**src/shared/wdtl_regs.svh**
```systemverilog
/*
  Register map, field positions, reset values and timing counts of the watchdog block.
  Assumes a 12-bit APB byte address and 32-bit data, one register per aligned word.
*/
`ifndef WDTL_REGS_SVH
`define WDTL_REGS_SVH

// Byte offsets on the APB.
`define WDTL_OFS_RSTSRC 12'h054
`define WDTL_OFS_CTRL 12'h060
`define WDTL_OFS_LOCK 12'h064
`define WDTL_OFS_AUX 12'h068

// Control register fields.
`define WDTL_CTRL_IRQ_FLAG 7
`define WDTL_CTRL_IRQ_EN 6
`define WDTL_CTRL_PRESC3 5
`define WDTL_CTRL_CHG_EN 4
`define WDTL_CTRL_RST_EN 3

// Reset source status fields.
`define WDTL_RS_POR 0
`define WDTL_RS_PIN 1
`define WDTL_RS_BOD 2
`define WDTL_RS_WDT 3
`define WDTL_RS_DBG 4
`define WDTL_RS_RESET 5'h01

// Auxiliary register: bit 0 mirrors the CPU global interrupt enable.
`define WDTL_AUX_GIE 0

// Lock register write patterns on bits 2:0.
`define WDTL_LOCK_ARM 3'h7
`define WDTL_LOCK_HI 3'h4
`define WDTL_LOCK_LO 3'h2

// Timed windows in pclk cycles, and the time-out table.
`define WDTL_WINDOW 3'h4
`define WDTL_PRESC_MAX 4'h9
`define WDTL_BASE_SHIFT 11

`endif

```
**src/shared/wdtl_pkg.sv**
```systemverilog
/*
  Types of the watchdog block: control register layout, reset source flags, lock states.
  Assumes nothing of its surroundings.
*/
package wdtl_pkg;

  typedef struct packed {
    logic irq_flag;
    logic irq_en;
    logic presc3;
    logic chg_en;
    logic rst_en;
    logic [2:0] presc_lo;
  } wdtl_ctrl_t;

  typedef struct packed {
    logic debug_reset_flag;
    logic timeout_reset_flag;
    logic brownout_reset_flag;
    logic pin_reset_flag;
    logic power_on_flag;
  } wdtl_rstsrc_t;

  typedef enum logic [3:0] {
    lk_open = 4'h1,
    lk_armed = 4'h2,
    lk_lo = 4'h4,
    lk_hi = 4'h8
  } wdtl_lock_state_t;

endpackage

```
**src/hw/wdtl_tick_counter.sv**
```systemverilog
/*
  Time-out counter of the watchdog, advanced by oscillator ticks.
  Assumes osc_tick is a one-cycle pulse synchronous to clk, one per oscillator period.
*/
`timescale 1ns/1ps
`default_nettype none

module wdtl_tick_counter #(
  parameter int CNT_W = 21,
  parameter int BASE_SHIFT = 11
) (
  input wire logic clk,                 // System clock.
  input wire logic rst_n,               // Asynchronous reset, active low.
  input wire logic clear,               // Restart from zero.
  input wire logic osc_tick,            // One pulse per oscillator cycle.
  input wire logic [3:0] presc,         // Time-out code, 0 to 9.
  output logic expire,                  // Pulse when the time-out is reached.
  output logic [CNT_W-1:0] count        // Present count.
);

  logic [CNT_W-1:0] limit_m1;
  logic [CNT_W-1:0] count_q;

  // A shorter period chosen while counting fires at once, hence the compare is not an equality.
  assign limit_m1 = (CNT_W'(1) << (BASE_SHIFT + int'(presc))) - CNT_W'(1);
  assign expire = osc_tick && !clear && (count_q >= limit_m1);
  assign count = count_q;

  always_ff @(posedge clk or negedge rst_n)
  begin
    if (!rst_n)
    begin
      count_q <= '0;
    end
    else if (clear || expire)
    begin
      count_q <= '0;
    end
    else if (osc_tick)
    begin
      count_q <= count_q + CNT_W'(1);
    end
  end

endmodule

`default_nettype wire

```
**src/hw/wdtl_top.sv**
```systemverilog
/*
  Watchdog with reset source flags and configuration lock, an APB slave.
  Assumes presetn is the power-on reset, reset events and CPU strobes are synchronous to pclk.
*/
// Contract
// - Count oscillator cycles; act when the selected time-out count is reached.
// - Software restarts in time; a restart instruction clears the counter to zero.
// - Time-out is 2K cycles doubled per code up to 1024K; codes 10-15 reserved.
// - Reset-enable/irq-enable: 00 stopped, 01 irq, 10 reset, 11 irq then reset.
// - Always-on fuse forces reset-only mode: reset-enable one, irq-enable zero.
// - Time-out in irq mode sets flag bit 7; vector or writing one clears it.
// - Interrupt requested only while global and watchdog irq enables are set.
// - In combined mode the vector clears irq-enable and flag, leaving reset-only mode.
// - In combined mode an unserviced flag at the next time-out gives a system reset.
// - Clearing reset-enable or changing prescale only accepted while change-enable is set.
// - Change-enable clears itself four clock cycles after being written to one.
// - Reset-enable stays set while the watchdog reset flag is set.
// - Power-on flag set by power-on reset, cleared only by writing zero.
// - Debug, watchdog, brown-out, pin flags set by their reset; cleared by power-on or zero.
// - Uncleared reset flags persist, so two resets show both sources.
// - Once locked, writes to the locked control bits are ignored until hardware reset.
// - Lock register reads zero in bits 7:3; bits 2:0 reset to zero.
`timescale 1ns/1ps
`default_nettype none
`include "wdtl_regs.svh"

module wdtl_top #(
  parameter int CNT_W = 21
) (
  input wire logic pclk,                // APB clock, 10 MHz.
  input wire logic presetn,             // Power-on reset, active low.
  input wire logic psel,                // APB select.
  input wire logic penable,             // APB access phase.
  input wire logic pwrite,              // APB write.
  input wire logic [11:0] paddr,        // APB byte address.
  input wire logic [31:0] pwdata,       // APB write data.
  output logic [31:0] prdata,           // APB read data.
  output logic pready,                  // APB ready.
  output logic pslverr,                 // APB error on unmapped address.
  input wire logic osc_tick,            // Oscillator cycle pulse.
  input wire logic always_on_fuse,      // Fuse programmed, active high.
  input wire logic restart_instr,       // Watchdog restart instruction pulse.
  input wire logic irq_vector_ack,      // Watchdog vector executes, pulse.
  input wire logic pin_reset_evt,       // Pin reset occurred, pulse.
  input wire logic brownout_reset_evt,  // Brown-out reset occurred, pulse.
  input wire logic debug_reset_evt,     // Debug reset occurred, pulse.
  output logic wdt_irq,                 // Interrupt request, level.
  output logic wdt_reset                // System reset request, one-cycle pulse.
);

  wdtl_pkg::wdtl_ctrl_t ctrl_q;
  wdtl_pkg::wdtl_rstsrc_t flags_q;
  wdtl_pkg::wdtl_lock_state_t lk_q;
  logic [2:0] win_q;
  logic [2:0] lk_win_q;
  logic gie_q;
  logic [31:0] prdata_q;
  logic pready_q;
  logic pslverr_q;
  logic wdt_irq_q;
  logic wdt_reset_q;
  logic [31:0] rd_d;
  logic hit_d;
  logic wr_en;
  logic wr_ctrl;
  logic wr_rs;
  logic wr_lock;
  logic sys_rst;
  logic rst_en_eff;
  logic irq_en_eff;
  logic stopped;
  logic expire;
  logic irq_set;
  logic rst_fire;
  logic lock_hi;
  logic lock_any;
  logic [3:0] presc;
  logic [2:0] lock_rd;
  logic [CNT_W-1:0] count;

  ////////////////////////////////////////////////////////////////////////////
  // APB slave: no wait state; every output comes from a flop loaded in the setup phase.

  assign wr_en = psel && penable && pready_q && pwrite;
  assign wr_ctrl = wr_en && (paddr == `WDTL_OFS_CTRL);
  assign wr_rs = wr_en && (paddr == `WDTL_OFS_RSTSRC);
  assign wr_lock = wr_en && (paddr == `WDTL_OFS_LOCK);

  always_comb
  begin
    rd_d = '0;
    hit_d = 1'b1;
    unique case (paddr)
      `WDTL_OFS_RSTSRC: rd_d[4:0] = flags_q;
      `WDTL_OFS_CTRL: rd_d[7:0] = {ctrl_q.irq_flag, irq_en_eff, ctrl_q.presc3, ctrl_q.chg_en,
                                   rst_en_eff, ctrl_q.presc_lo};
      `WDTL_OFS_LOCK: rd_d[2:0] = lock_rd;
      `WDTL_OFS_AUX: rd_d[`WDTL_AUX_GIE] = gie_q;
      default: hit_d = 1'b0;
    endcase
  end

  always_ff @(posedge pclk or negedge presetn)
  begin
    if (!presetn)
    begin
      pready_q <= 1'b0;
      prdata_q <= '0;
      pslverr_q <= 1'b0;
    end
    else
    begin
      pready_q <= psel && !penable;
      prdata_q <= (psel && !penable && !pwrite) ? rd_d : '0;
      pslverr_q <= psel && !penable && !hit_d;
    end
  end

  ////////////////////////////////////////////////////////////////////////////
  // Mode decode and time-out actions.

  assign sys_rst = pin_reset_evt || brownout_reset_evt || debug_reset_evt || wdt_reset_q;
  assign rst_en_eff = ctrl_q.rst_en || flags_q.timeout_reset_flag || always_on_fuse;
  assign irq_en_eff = ctrl_q.irq_en && !always_on_fuse;
  assign stopped = !rst_en_eff && !irq_en_eff;
  assign presc = {ctrl_q.presc3, ctrl_q.presc_lo};
  assign irq_set = expire && irq_en_eff && !(rst_en_eff && ctrl_q.irq_flag);
  assign rst_fire = expire && rst_en_eff && (!irq_en_eff || ctrl_q.irq_flag);
  assign lock_hi = (lk_q == wdtl_pkg::lk_hi);
  assign lock_any = lock_hi || (lk_q == wdtl_pkg::lk_lo);

  // The counter restarts itself on expiry, which keeps interrupt-mode time-outs periodic.
  wdtl_tick_counter #(
    .CNT_W(CNT_W),
    .BASE_SHIFT(`WDTL_BASE_SHIFT)
  ) u_counter (
    .clk(pclk),
    .rst_n(presetn),
    .clear(restart_instr || sys_rst || stopped),
    .osc_tick(osc_tick),
    .presc(presc),
    .expire(expire),
    .count(count)
  );

  always_ff @(posedge pclk or negedge presetn)
  begin
    if (!presetn)
    begin
      wdt_irq_q <= 1'b0;
      wdt_reset_q <= 1'b0;
    end
    else
    begin
      wdt_irq_q <= ctrl_q.irq_flag && irq_en_eff && gie_q;
      wdt_reset_q <= rst_fire;
    end
  end

  ////////////////////////////////////////////////////////////////////////////
  // Control register with timed change window and lock masks.

  always_ff @(posedge pclk or negedge presetn)
  begin
    if (!presetn)
    begin
      ctrl_q <= '0;
      win_q <= '0;
    end
    else if (sys_rst)
    begin
      ctrl_q <= '0;
      win_q <= '0;
    end
    else
    begin
      // A time-out setting the flag wins over any clear in the same cycle.
      if (irq_set)
      begin
        ctrl_q.irq_flag <= 1'b1;
      end
      else if (irq_vector_ack || (wr_ctrl && pwdata[`WDTL_CTRL_IRQ_FLAG]))
      begin
        ctrl_q.irq_flag <= 1'b0;
      end
      if (irq_vector_ack && rst_en_eff && irq_en_eff)
      begin
        ctrl_q.irq_en <= 1'b0;
      end
      else if (wr_ctrl && !lock_hi)
      begin
        ctrl_q.irq_en <= pwdata[`WDTL_CTRL_IRQ_EN];
      end
      if (ctrl_q.chg_en)
      begin
        win_q <= win_q - 3'h1;
        if (win_q == 3'h1)
        begin
          ctrl_q.chg_en <= 1'b0;
        end
      end
      else if (wr_ctrl && !lock_any && pwdata[`WDTL_CTRL_CHG_EN] && pwdata[`WDTL_CTRL_RST_EN])
      begin
        ctrl_q.chg_en <= 1'b1;
        win_q <= `WDTL_WINDOW;
      end
      if (flags_q.timeout_reset_flag)
      begin
        ctrl_q.rst_en <= 1'b1;
      end
      else if (wr_ctrl && !lock_any)
      begin
        if (pwdata[`WDTL_CTRL_RST_EN] || (ctrl_q.chg_en && !pwdata[`WDTL_CTRL_CHG_EN]))
        begin
          ctrl_q.rst_en <= pwdata[`WDTL_CTRL_RST_EN];
        end
      end
      // Reserved prescale codes are refused so the count never leaves the table.
      if (wr_ctrl && !lock_any && ctrl_q.chg_en && !pwdata[`WDTL_CTRL_CHG_EN]
          && ({pwdata[`WDTL_CTRL_PRESC3], pwdata[2:0]} <= `WDTL_PRESC_MAX))
      begin
        ctrl_q.presc3 <= pwdata[`WDTL_CTRL_PRESC3];
        ctrl_q.presc_lo <= pwdata[2:0];
      end
    end
  end

  always_ff @(posedge pclk or negedge presetn)
  begin
    if (!presetn)
    begin
      gie_q <= 1'b0;
    end
    else if (sys_rst)
    begin
      gie_q <= 1'b0;
    end
    else if (wr_en && (paddr == `WDTL_OFS_AUX))
    begin
      gie_q <= pwdata[`WDTL_AUX_GIE];
    end
  end

  ////////////////////////////////////////////////////////////////////////////
  // Reset source flags survive every reset but power-on.

  always_ff @(posedge pclk or negedge presetn)
  begin
    if (!presetn)
    begin
      flags_q <= `WDTL_RS_RESET;
    end
    else
    begin
      flags_q.power_on_flag <= flags_q.power_on_flag && !(wr_rs && !pwdata[`WDTL_RS_POR]);
      flags_q.pin_reset_flag <= pin_reset_evt
                                || (flags_q.pin_reset_flag && !(wr_rs && !pwdata[`WDTL_RS_PIN]));
      flags_q.brownout_reset_flag <= brownout_reset_evt
                                     || (flags_q.brownout_reset_flag && !(wr_rs && !pwdata[`WDTL_RS_BOD]));
      flags_q.timeout_reset_flag <= wdt_reset_q
                                    || (flags_q.timeout_reset_flag && !(wr_rs && !pwdata[`WDTL_RS_WDT]));
      flags_q.debug_reset_flag <= debug_reset_evt
                                  || (flags_q.debug_reset_flag && !(wr_rs && !pwdata[`WDTL_RS_DBG]));
    end
  end

  ////////////////////////////////////////////////////////////////////////////
  // Configuration lock: arm, then pick a level within the window.

  always_comb
  begin
    unique case (lk_q)
      wdtl_pkg::lk_armed: lock_rd = `WDTL_LOCK_ARM;
      wdtl_pkg::lk_hi: lock_rd = `WDTL_LOCK_HI;
      wdtl_pkg::lk_lo: lock_rd = `WDTL_LOCK_LO;
      default: lock_rd = 3'h0;
    endcase
  end

  always_ff @(posedge pclk or negedge presetn)
  begin
    if (!presetn)
    begin
      lk_q <= wdtl_pkg::lk_open;
      lk_win_q <= '0;
    end
    else if (sys_rst)
    begin
      lk_q <= wdtl_pkg::lk_open;
      lk_win_q <= '0;
    end
    else
    begin
      unique case (lk_q)
        wdtl_pkg::lk_open:
        begin
          if (wr_lock && (pwdata[2:0] == `WDTL_LOCK_ARM))
          begin
            lk_q <= wdtl_pkg::lk_armed;
            lk_win_q <= `WDTL_WINDOW;
          end
        end
        wdtl_pkg::lk_armed:
        begin
          lk_win_q <= lk_win_q - 3'h1;
          if (wr_lock && (pwdata[2:0] == `WDTL_LOCK_HI))
          begin
            lk_q <= wdtl_pkg::lk_hi;
          end
          else if (wr_lock && (pwdata[2:0] == `WDTL_LOCK_LO))
          begin
            lk_q <= wdtl_pkg::lk_lo;
          end
          else if (wr_lock || (lk_win_q == 3'h1))
          begin
            lk_q <= wdtl_pkg::lk_open;
          end
        end
        wdtl_pkg::lk_hi, wdtl_pkg::lk_lo:
        begin
          lk_q <= lk_q;
        end
        default:
        begin
          lk_q <= wdtl_pkg::lk_open;
        end
      endcase
    end
  end

  assign prdata = prdata_q;
  assign pready = pready_q;
  assign pslverr = pslverr_q;
  assign wdt_irq = wdt_irq_q;
  assign wdt_reset = wdt_reset_q;
endmodule

`default_nettype wire

```
**config.mk**
```make
export PLATFORM = sky130hd
export DESIGN_NAME = wdtl_top
export DESIGN_NICKNAME = d
export VERILOG_FILES = /design/src/shared/wdtl_pkg.sv /design/src/hw/wdtl_tick_counter.sv /design/src/hw/wdtl_top.sv
export VERILOG_INCLUDE_DIRS = /design/src /design/src/shared
export SDC_FILE = /design/constraint.sdc
export NUM_CORES = 1
export LEC_CHECK = 0
export BUFFER_PORTS_ARGS = -buffer_cell sky130_fd_sc_hd__buf_2
export CELL_PAD_IN_SITES_DETAIL_PLACEMENT = 1
export CELL_PAD_IN_SITES_GLOBAL_PLACEMENT = 2
export CORE_MARGIN = 3
export CORE_UTILIZATION = 35
export CTS_CLUSTER_DIAMETER = 120
export DETAILED_ROUTE_END_ITERATION = 12
export HOLD_SLACK_MARGIN = 0.05
export PLACE_DENSITY_LB_ADDON = 0.1
export REMOVE_ABC_BUFFERS = 1
export SYNTH_ARGS = -nofsm -noshare
export SYNTH_HDL_FRONTEND = slang
export SYNTH_SLANG_ARGS = --single-unit
export TNS_END_PERCENT = 5
```
**constraint.sdc**
```tcl
create_clock -name pclk -period 7.9 [get_ports pclk]
set_clock_uncertainty 0.05 [all_clocks]
set_input_delay 1.185 -clock pclk [delete_from_list [all_inputs] [get_ports pclk]]
set_output_delay 1.185 -clock pclk [all_outputs]
set_load 0.02 [all_outputs]
```
==> impl_metrics.yaml, run 1 <==
status:
  status: "complete, no violations"
route:
  wl_met2_um: 4928
  antenna_left: 0
  firstDrtPassIters: 4
  post_drt_via_cell_ratio: 5.316
  drt_iter0_markers: 116
  via_count: 3259
  drc: 0
  top_layer: "met4"
  wl_met3_um: 374
  met1Wirelength_um: 4921
  routed_wl_um: 10330
  wl_per_cell_um: 16.86
grt:
  grt.overflow.total: 0
  grt_pass1_wl_um: 17090
  grt_pass1_vias: 3366
  antenna_found_initial: 0
  grt_usage_pct: 18.29
  grt_max_degree: 58
sta:
  post-route-period-util_pct: 49.51
  rsz0062_at_grt: "no"
  slew_viol_final: 0
  relSlewSlack_pct: 18.80
  fin_tns_setup_ns: 0
  final-setup-viol-count: 0
  max_slew.worst_pin.slew_ns: 1.218
  period_needed_ns: 3.911
  max_freq_mhz: 255.7
  hold_violations: 0
logic_synthesis:
  synthCells: 426
  async_flop_share_pct: 100.0
  yosysSeqAreaShare_pct: 37.59
  ys.flop_type: "dfrtp_1"
  synth_edf_count: 0
  synth.ff_latch_count: 57
  yosysWarningCount: 0
  synth_area_um2: 3801
  ys_types: 59
  synth_top_area_share_pct: 36.21
  yosysTopAreaCell: "dfrtp_1"
  syn_area_per_cell_um2: 8.923
  synth_area_leaders: "dfrtp_1 36%, ha_1 8.9%, buf_4 4.7%"
place:
  post-dp-hpwl_um: 7708
  placed_cells: 597
  gp_congestion: 0.7624
  io_buffers: 43
clock_tree:
  clkTransAtPathRegs_ns: 0.07
  clock_path_buffers: 2
  cts_tree: "built"
  insertion_delay_ns: 0.34
  cts_root_buffer: "clkbuf_8"
  post-cts-setup-buffers: 0
  h-tree-depth: 3
  numCtsBuffers: 9
  cts.sinks: 57
  cts_resized: 0
  ctsHoldBuffers: 0
finish:
  diodes: 0
  drive_above_1_share_pct: 17.19
  area_growth_pct: 13.92
  layout.nets: 555
  instances_no_fill: 613
power_and_ir_drop:
  finalPower_mw: 0.6791
  p_leak_nw: 1.928
  p_per_area_nw_per_um2: 156.8
  ir_worst_vdd_uv: 89.19
critical_path:
  cp.arrival_ns: 4.14
  rrSetupSlack_ns: 3.99
  path_max_fanout: 18
  start_kind: "register"
  critical_path_class: "reg2reg"
  required_ns: 8.12
  end_kind: "register"
worst_hold_path:
  hold_class: "reg2reg"
die:
  die-area_um2: 12150
  core_area_um2: 10460
  die_y_um: 110.2
  io_pins: 92
  rows: 37
  start_util_pct: 36.33
  die_w_um: 110.2
job:
  cap_violations: 0
through the flow:
stage                     setup slack, ns  hold slack [ns]  area (um2)  utilization, %
after floorplan                     4.617           0.3908        3665               -
after global placement              4.022           0.3983        4088           39.07
after detailed placement            3.922           0.4021        4088           39.07
after CTS                           3.889           0.4130        4330           41.39
after global routing                3.534           0.4367        4330           41.39
final                               3.989           0.4101        4330           41.39
cell families after synthesis:
family | Yosys count | share of synthesized area [%]
simple gates | 171 | 25.18
buf+inv | 65 | 8.822
other cells | 2 | 0.1976
xor+xnor | 15 | 3.456
mux | 5 | 1.350
compound gates | 84 | 14.52
flops | 57 | 37.59
fa+ha+maj | 27 | 8.887
final cells by class:
type                       count  area, um2
clock buffer                  10      137.6
clock inverter                 6      105.1
fill                        1272       6132
inverter                      24      90.09
multi-input combinational    333       2153
sequential                    57       1429
tap                          136      170.2
timing repair buffer          47      245.2
power by group:
group          leakage, nW  total, mW  internal [mW]  switching (mW)
Clock                0.126      0.339          0.216           0.122
Combinational         1.03     0.0477         0.0127          0.0350
Sequential           0.772      0.293          0.292        0.000327
layout by cell type (no fill, tap or decap), types with 17 or more instances in the layout:
| cell | n |
|---|---|
| nor3_1 | 26 |
| inv_1 | 24 |
| conb_1 | 31 |
| nor2_1 | 37 |
| dfrtp_1 | 55 |
| o21ai_0 | 17 |
| buf_2 | 43 |
| nand4_1 | 19 |
| ha_1 | 27 |
| a21oi_1 | 23 |
| nand2_1 | 25 |
cells in the mapped netlist, types with 2 or more instances:
master	count
a211oi_1	3
a21oi_1	23
a22oi_1	2
a311oi_1	3
a31oi_1	8
a41oi_1	7
and2_1	3
and3_1	7
and4_1	2
buf_4	24
clkbuf_1	16
conb_1	2
dfrtp_1	55
dfstp_2	2
ha_1	27
inv_1	24
mux2i_1	4
nand2_1	25
nand2b_1	9
nand3_1	9
nand3b_1	2
nand4_1	19
nor2_1	37
nor2b_1	6
nor3_1	26
nor3_2	2
nor4_1	4
nor4_4	2
nor4b_1	3
o211ai_1	2
o21a_1	2
o21ai_0	17
o21ai_1	3
o2bb2ai_1	2
or2_2	4
or3_1	2
or4_1	2
or4_4	2
xnor2_1	7
xor2_1	8
registers in the layout, indices dropped and copies added, names as in the netlist:
signal / count
pready: 1
win_q: 3
wdt_reset: 1
lk_win_q: 3
lk_q: 4
u_counter.count: 21
pslverr: 1
ctrl_q: 8
flags_q: 5
prdata: 8
wdt_irq: 1
gie_q: 1
critical path, stage by stage (launching register included):
cell and delay [ns]:
dfrtp_1 0.58, nor2_1 0.11, mux2i_1 0.13, nand2b_1 0.15
ha_1 0.31, nand4_1 0.20, nor4_1 0.59, o311ai_2 0.20
buf_4 0.25, a21oi_1 0.97, o211a_1 0.30
routing by layer:
layer / GRT usage (%) / up-vias
met2: 30.76 / 62
met5: 0 / -
met1: 23.91 / 1612
met3: 3.902 / 8
li1: - / 1577
met4: 4.837 / 0
final timing paths:
check / from / to / cells past startpoint
min reg2reg: flags_q[0] / flags_q[0] / 1
max in group asynchronous: presetn / lk_win_q[1] / 2
min: flags_q[0] / flags_q[0] / 1
max: ctrl_q[1] / wdt_reset / 10
min in group asynchronous: presetn / u_counter.count[4] / 2
max reg2reg: ctrl_q[1] / wdt_reset / 10
No activity file was read; power rests on OpenSTA's default activity.
==> inputs of run 2 (changes only) <==
Settings changed: ABC_AREA set to 1, CORE_UTILIZATION 35 to 31.
Clock period 7.9 ns to 3.9 ns, I/O delays scaled along.
==> impl_metrics.yaml, run 2 <==
clock_tree:
  cts_resized: 0
  post-cts-setup-buffers: 0
  insertion_delay_ns: 0.34
  cts.sinks: 57
  cts_tree: "built"
  clock_path_buffers: 2
  clkTransAtPathRegs_ns: 0.05
  numCtsBuffers: 9
  cts_root_buffer: "clkbuf_16"
  ctsHoldBuffers: 0
  h-tree-depth: 3
logic_synthesis:
  synth.top_cells.by_count: "120 x nand2_1, 81 x inv_1, 71 x nor2_1, 55 x dfrtp_1, 40 x nand3_1"
  yosysSeqAreaShare_pct: 34.52
  yosysTopAreaCell: "dfrtp_1"
  synth_area_leaders: "dfrtp_1 33%, nand2_1 11%, ha_1 8.2%"
  synthCells: 555
  synth_most_common_cell: "nand2_1"
  synth_edf_count: 0
  yosysWarningCount: 0
  synth_top_area_share_pct: 33.25
  async_flop_share_pct: 100.0
  synth.ff_latch_count: 57
  ys_types: 41
  syn_area_per_cell_um2: 7.458
  ys.flop_type: "dfrtp_1"
  synth_area_um2: 4139
sta:
  final-setup-viol-count: 0
  max_freq_mhz: 367.0
  relSlewSlack_pct: 39.42
  rsz0062_at_grt: "no"
  fin_tns_setup_ns: 0
  max_slew.worst_pin.slew_ns: 0.9086
  slew_viol_final: 0
  period_needed_ns: 2.725
  hold_violations: 0
  post-route-period-util_pct: 69.88
die:
  die_y_um: 121.6
  io_pins: 92
  start_util_pct: 32.27
  core_area_um2: 12820
  die_w_um: 121.6
  die-area_um2: 14770
  rows: 41
grt:
  antenna_found_initial: 0
  grt.overflow.total: 0
  grt_pass1_vias: 3768
  grt_usage_pct: 15.77
  grt_max_degree: 38
  grt_pass1_wl_um: 18310
status:
  status: "complete, no violations"
finish:
  largest_reg_flops: 21
  drive_above_1_share_pct: 15.75
  final_core_util_pct: 37.40
  diodes: 0
  area_growth_pct: 15.87
  layout.nets: 695
  layout_commonest_cell: "nand2_1"
  final_cell_mix: "120 x nand2_1, 81 x inv_1, 71 x nor2_1"
route:
  routed_wl_um: 10780
  firstDrtPassIters: 4
  antenna_left: 0
  drt_iter0_markers: 99
  wl_per_cell_um: 13.68
  post_drt_via_cell_ratio: 4.562
  via_count: 3595
  drc: 0
critical_path:
  rrSetupSlack_ns: 1.17
  critical_path_class: "reg2reg"
  rr_worst_depth: 15
  required_ns: 4.11
  cp.arrival_ns: 2.94
  end_kind: "register"
  start_kind: "register"
  path_max_fanout: 19
place:
  gp_congestion: 0.7529
  io_buffers: 43
  post-dp-hpwl_um: 8467
worst_hold_path:
  hold_class: "in2async"
power_and_ir_drop:
  finalPower_mw: 1.615
  p_per_area_nw_per_um2: 336.8
  ir_worst_vdd_uv: 204.3
  p_leak_nw: 2.479
job:
  cap_violations: 0
==> run 2: per-stage QoR <==
step	hold slack [ns]	cells	cell area (um2)	worst slack, ns
2_1_floorplan	0.2394	557	4048	1.702
3_3_place_gp	0.4036	773	4486	1.171
3_5_place_dp	0.4206	773	4486	1.131
4_1_cts	0.3531	788	4796	1.081
5_1_grt	0.3744	788	4796	0.7825
6_report	0.3259	788	4796	1.175
==> run 2: layer usage <==
layer	part of all wire, %	global-route usage [%]	vias up
met5	0	0	-
met4	2.3	6.232	0
met3	3.3	3.853	17
met2	50	27.32	57
met1	45	18.79	1692
li1	-	-	1829
==> run 2: cell families (layout without fill, tap and decap cells) <==
| group | Yosys count | count (layout) | share of synthesized area [%] |
|---|---|---|---|
| compound gates | 50 | 50 | 6.590 |
| xor+xnor | 17 | 17 | 3.598 |
| fa+ha+maj | 27 | 27 | 8.162 |
| buf+inv | 110 | 142 | 12.36 |
| flops | 57 | 57 | 34.52 |
| other cells | 2 | 31 | 0.1814 |
| simple gates | 292 | 292 | 34.58 |
==> run 2: worst max-delay path, cell delays in order (launching register included) <==
cell and delay, ns:
dfrtp_1 0.44, inv_1 0.08, nor2_1 0.18, nand2_1 0.13, a21oi_1 0.16, nor2_1 0.05
a31oi_1 0.18, ha_1 0.29, a21o_1 0.17, nor2_1 0.10, nand2_1 0.06, nand2_1 0.05
nand4_1 0.18, nand2_2 0.18, nand2_4 0.16, a21oi_1 0.17
==> run 2: power breakdown <==
group	switching [mW]	total, mW	internal, mW
clock	0.299	0.855	0.555
sequential	0.00668	0.606	0.600
combinational	0.111	0.154	0.0435
==> run 2: cell type report <==
cell class	instances	area, um2
fill	1643	8029
inverter	83	311.5
timing repair buffer	44	222.7
sequential	57	1429
clock buffer	10	229.0
tap	172	215.2
clock inverter	5	81.33
multi-input combinational	417	2307
==> run 2: worst paths after layout <==
kind / to / from
setup reg to reg: u_counter.count[14] / ctrl_q[0]
max in group asynchronous: u_counter.count[1] / presetn
min in group pclk: pready / penable
hold reg to reg: flags_q[0] / flags_q[0]
hold / removal: u_counter.count[16] / presetn
setup / recovery: u_counter.count[14] / ctrl_q[0]
==> inputs of run 3 (changes only) <==
Clock period 3.9 ns to 2.65 ns, I/O delays scaled along.
==> impl_metrics.yaml, run 3 (synthesis results as in run 2) <==
route:
  wl_per_cell_um: 13.60
  drt_iter0_markers: 87
  routed_wl_um: 10890
  post_drt_via_cell_ratio: 4.566
  drc: 0
  firstDrtPassIters: 4
  antenna_left: 0
  via_count: 3657
sta:
  fin_ws_ns: 0.1577
  rsz0062_at_grt: "yes"
  final-setup-viol-count: 0
  post-route-period-util_pct: 94.05
  relSlewSlack_pct: 66.47
  period_needed_ns: 2.492
  max_slew.worst_pin.slew_ns: 0.5030
  max_freq_mhz: 401.2
  hold_violations: 0
  slew_viol_final: 0
finish:
  drive_above_1_share_pct: 19.55
  instances_no_fill: 801
  diodes: 0
  design_area_um2: 4927
  layout.nets: 707
  layout_commonest_cell: "nand2_1"
  final_cell_mix: "120 x nand2_1, 80 x inv_1, 62 x nor2_1"
  largest_reg_flops: 21
  area_growth_pct: 19.04
critical_path:
  rr_worst_depth: 16
  end_kind: "register"
  crit_chain: "nor2_1, inv_1, nor2_2, inv_2, a21oi_2, nor2_1, a31oi_1, ha_1, a21o_1, nor2_2, nand2_1, nand2_1, nand4_1, nand2_4, nand2_8, a21oi_2"
  start_kind: "register"
  critical_path.max_stage_delay_ns: 0.39
  cp.arrival_ns: 2.70
  critical_path_class: "reg2reg"
  rrSetupSlack_ns: 0.16
  cp_slowest_cell: "dfrtp_1"
  path_max_fanout: 10
  required_ns: 2.86
  crit_start: "ctrl_q[0]"
  rr_endpoint: "u_counter.count[14]"
  r2r_start: "ctrl_q[0]"
die:
  die_w_um: 121.6
  start_util_pct: 32.27
  rows: 41
  die_y_um: 121.6
  io_pins: 92
  core_area_um2: 12820
  die-area_um2: 14770
power_and_ir_drop:
  p_sw_mw: 0.6000
  p_int_mw: 1.611
  ir_worst_vdd_uv: 317.7
  p_sw_share_pct: 27.14
  power.share.combinational_pct: 11.0
  p_leak_nw: 2.539
  p_per_area_nw_per_um2: 448.7
  sequentialPowerShare_pct: 40.3
  clkPwrFrac_pct: 48.7
  finalPower_mw: 2.211
worst_hold_path:
  hold_path_startpoint: "penable"
  min_to: "pready"
  hold_class: "in2reg"
  min_path_cells: 2
clock_tree:
  clock_path_buffers: 2
  cts.sinks: 57
  cts_root_buffer: "clkbuf_16"
  numCtsBuffers: 9
  insertion_delay_ns: 0.33
  clkTransAtPathRegs_ns: 0.05
  h-tree-depth: 3
  cts_tree: "built"
place:
  place_ws_ns: 0.08246
  place_area_um2: 4566
  gp_congestion: 0.7532
  placed_cells: 782
  io_buffers: 43
  post-dp-hpwl_um: 8685
job:
  cap_violations: 0
grt:
  grt_max_degree: 39
  grt.overflow.total: 0
  grt_pass1_vias: 3884
  grt_pass1_wl_um: 18690
  antenna_found_initial: 0
  grt_usage_pct: 15.89
status:
  status: "complete, no violations"
run 3: cell count changes in the layout (fill, tap and decap cells not counted), sizes merged:
cell         before  now
buf              44   54
bufinv            2    0
clkinvlp          1    3
clkbuf           10   11
dlygate4sd3       0    1
nand2           132  133
run 3: power groups by stage:
stage | clock network [mW] | logic, mW | registers [mW]
6_report | 1.08 | 0.244 | 0.891
3_5_place_dp | 0 | 0.241 | 0.905
5_1_grt | 1.15 | 0.283 | 0.892
4_1_cts | 1.12 | 0.242 | 0.890
2_1_floorplan | 0 | 0.143 | 0.907
3_3_place_gp | 0 | 0.237 | 0.905
run 3: final cells by class:
cell class,instances,area [um2]
Multi-Input combinational cell,418,2375
Clock inverter,5,32.53
Clock buffer,11,242.7
Tap cell,172,215.2
Inverter,83,311.5
Fill cell,1626,7898
Timing Repair Buffer,55,320.3
Sequential cell,57,1430
run 3: how the worst max path moves through the flow:
stage	end	slack (ns)	cells after the start
floorplan	u_counter.count[14]	0.45	16
global placement	u_counter.count[14]	0.12	16
detailed placement	u_counter.count[14]	0.08	16
CTS	u_counter.count[14]	0.06	16
global route	u_counter.count[1]	-0.21	16
finish	u_counter.count[14]	0.16	16
run 3: metrics by stage:
stage | utilization [%] | hold WS, ns | TNS [ns]
floorplan | - | 0.05191 | 0
global placement | 35.60 | 0.3455 | 0
detailed placement | 35.60 | 0.3514 | 0
CTS | 37.82 | 0.1782 | 0
global route | 38.42 | 0.2046 | -3.945
finish | 38.42 | 0.1949 | 0
run 3: timing repair:
action	4_1_cts	5_1_grt
hold buffers	1	0
endpoints found under the hold margin	19	0
setup endpoints to repair	0	23
resized for setup	0	17
setup buffers	0	1
run 3: critical path, delay by kind of cell, from the launching register on:
| kind | cells | cell delay (ns) |
|---|---|---|
| and+or+nand+nor | 9 | 0.96 |
| AOI/OAI and AO/OA | 4 | 0.60 |
| DFF | 1 | 0.39 |
| adders and majority gates | 1 | 0.29 |
| buffers and inverters | 2 | 0.11 |
run 3: layer usage:
layer	share of wire, %	GRT usage, %	routed length, um
met1	44	18.76	4794
met2	52	28.67	5619
met3	3.5	4.271	377
met4	0.94	3.782	102
met5	0	0	0
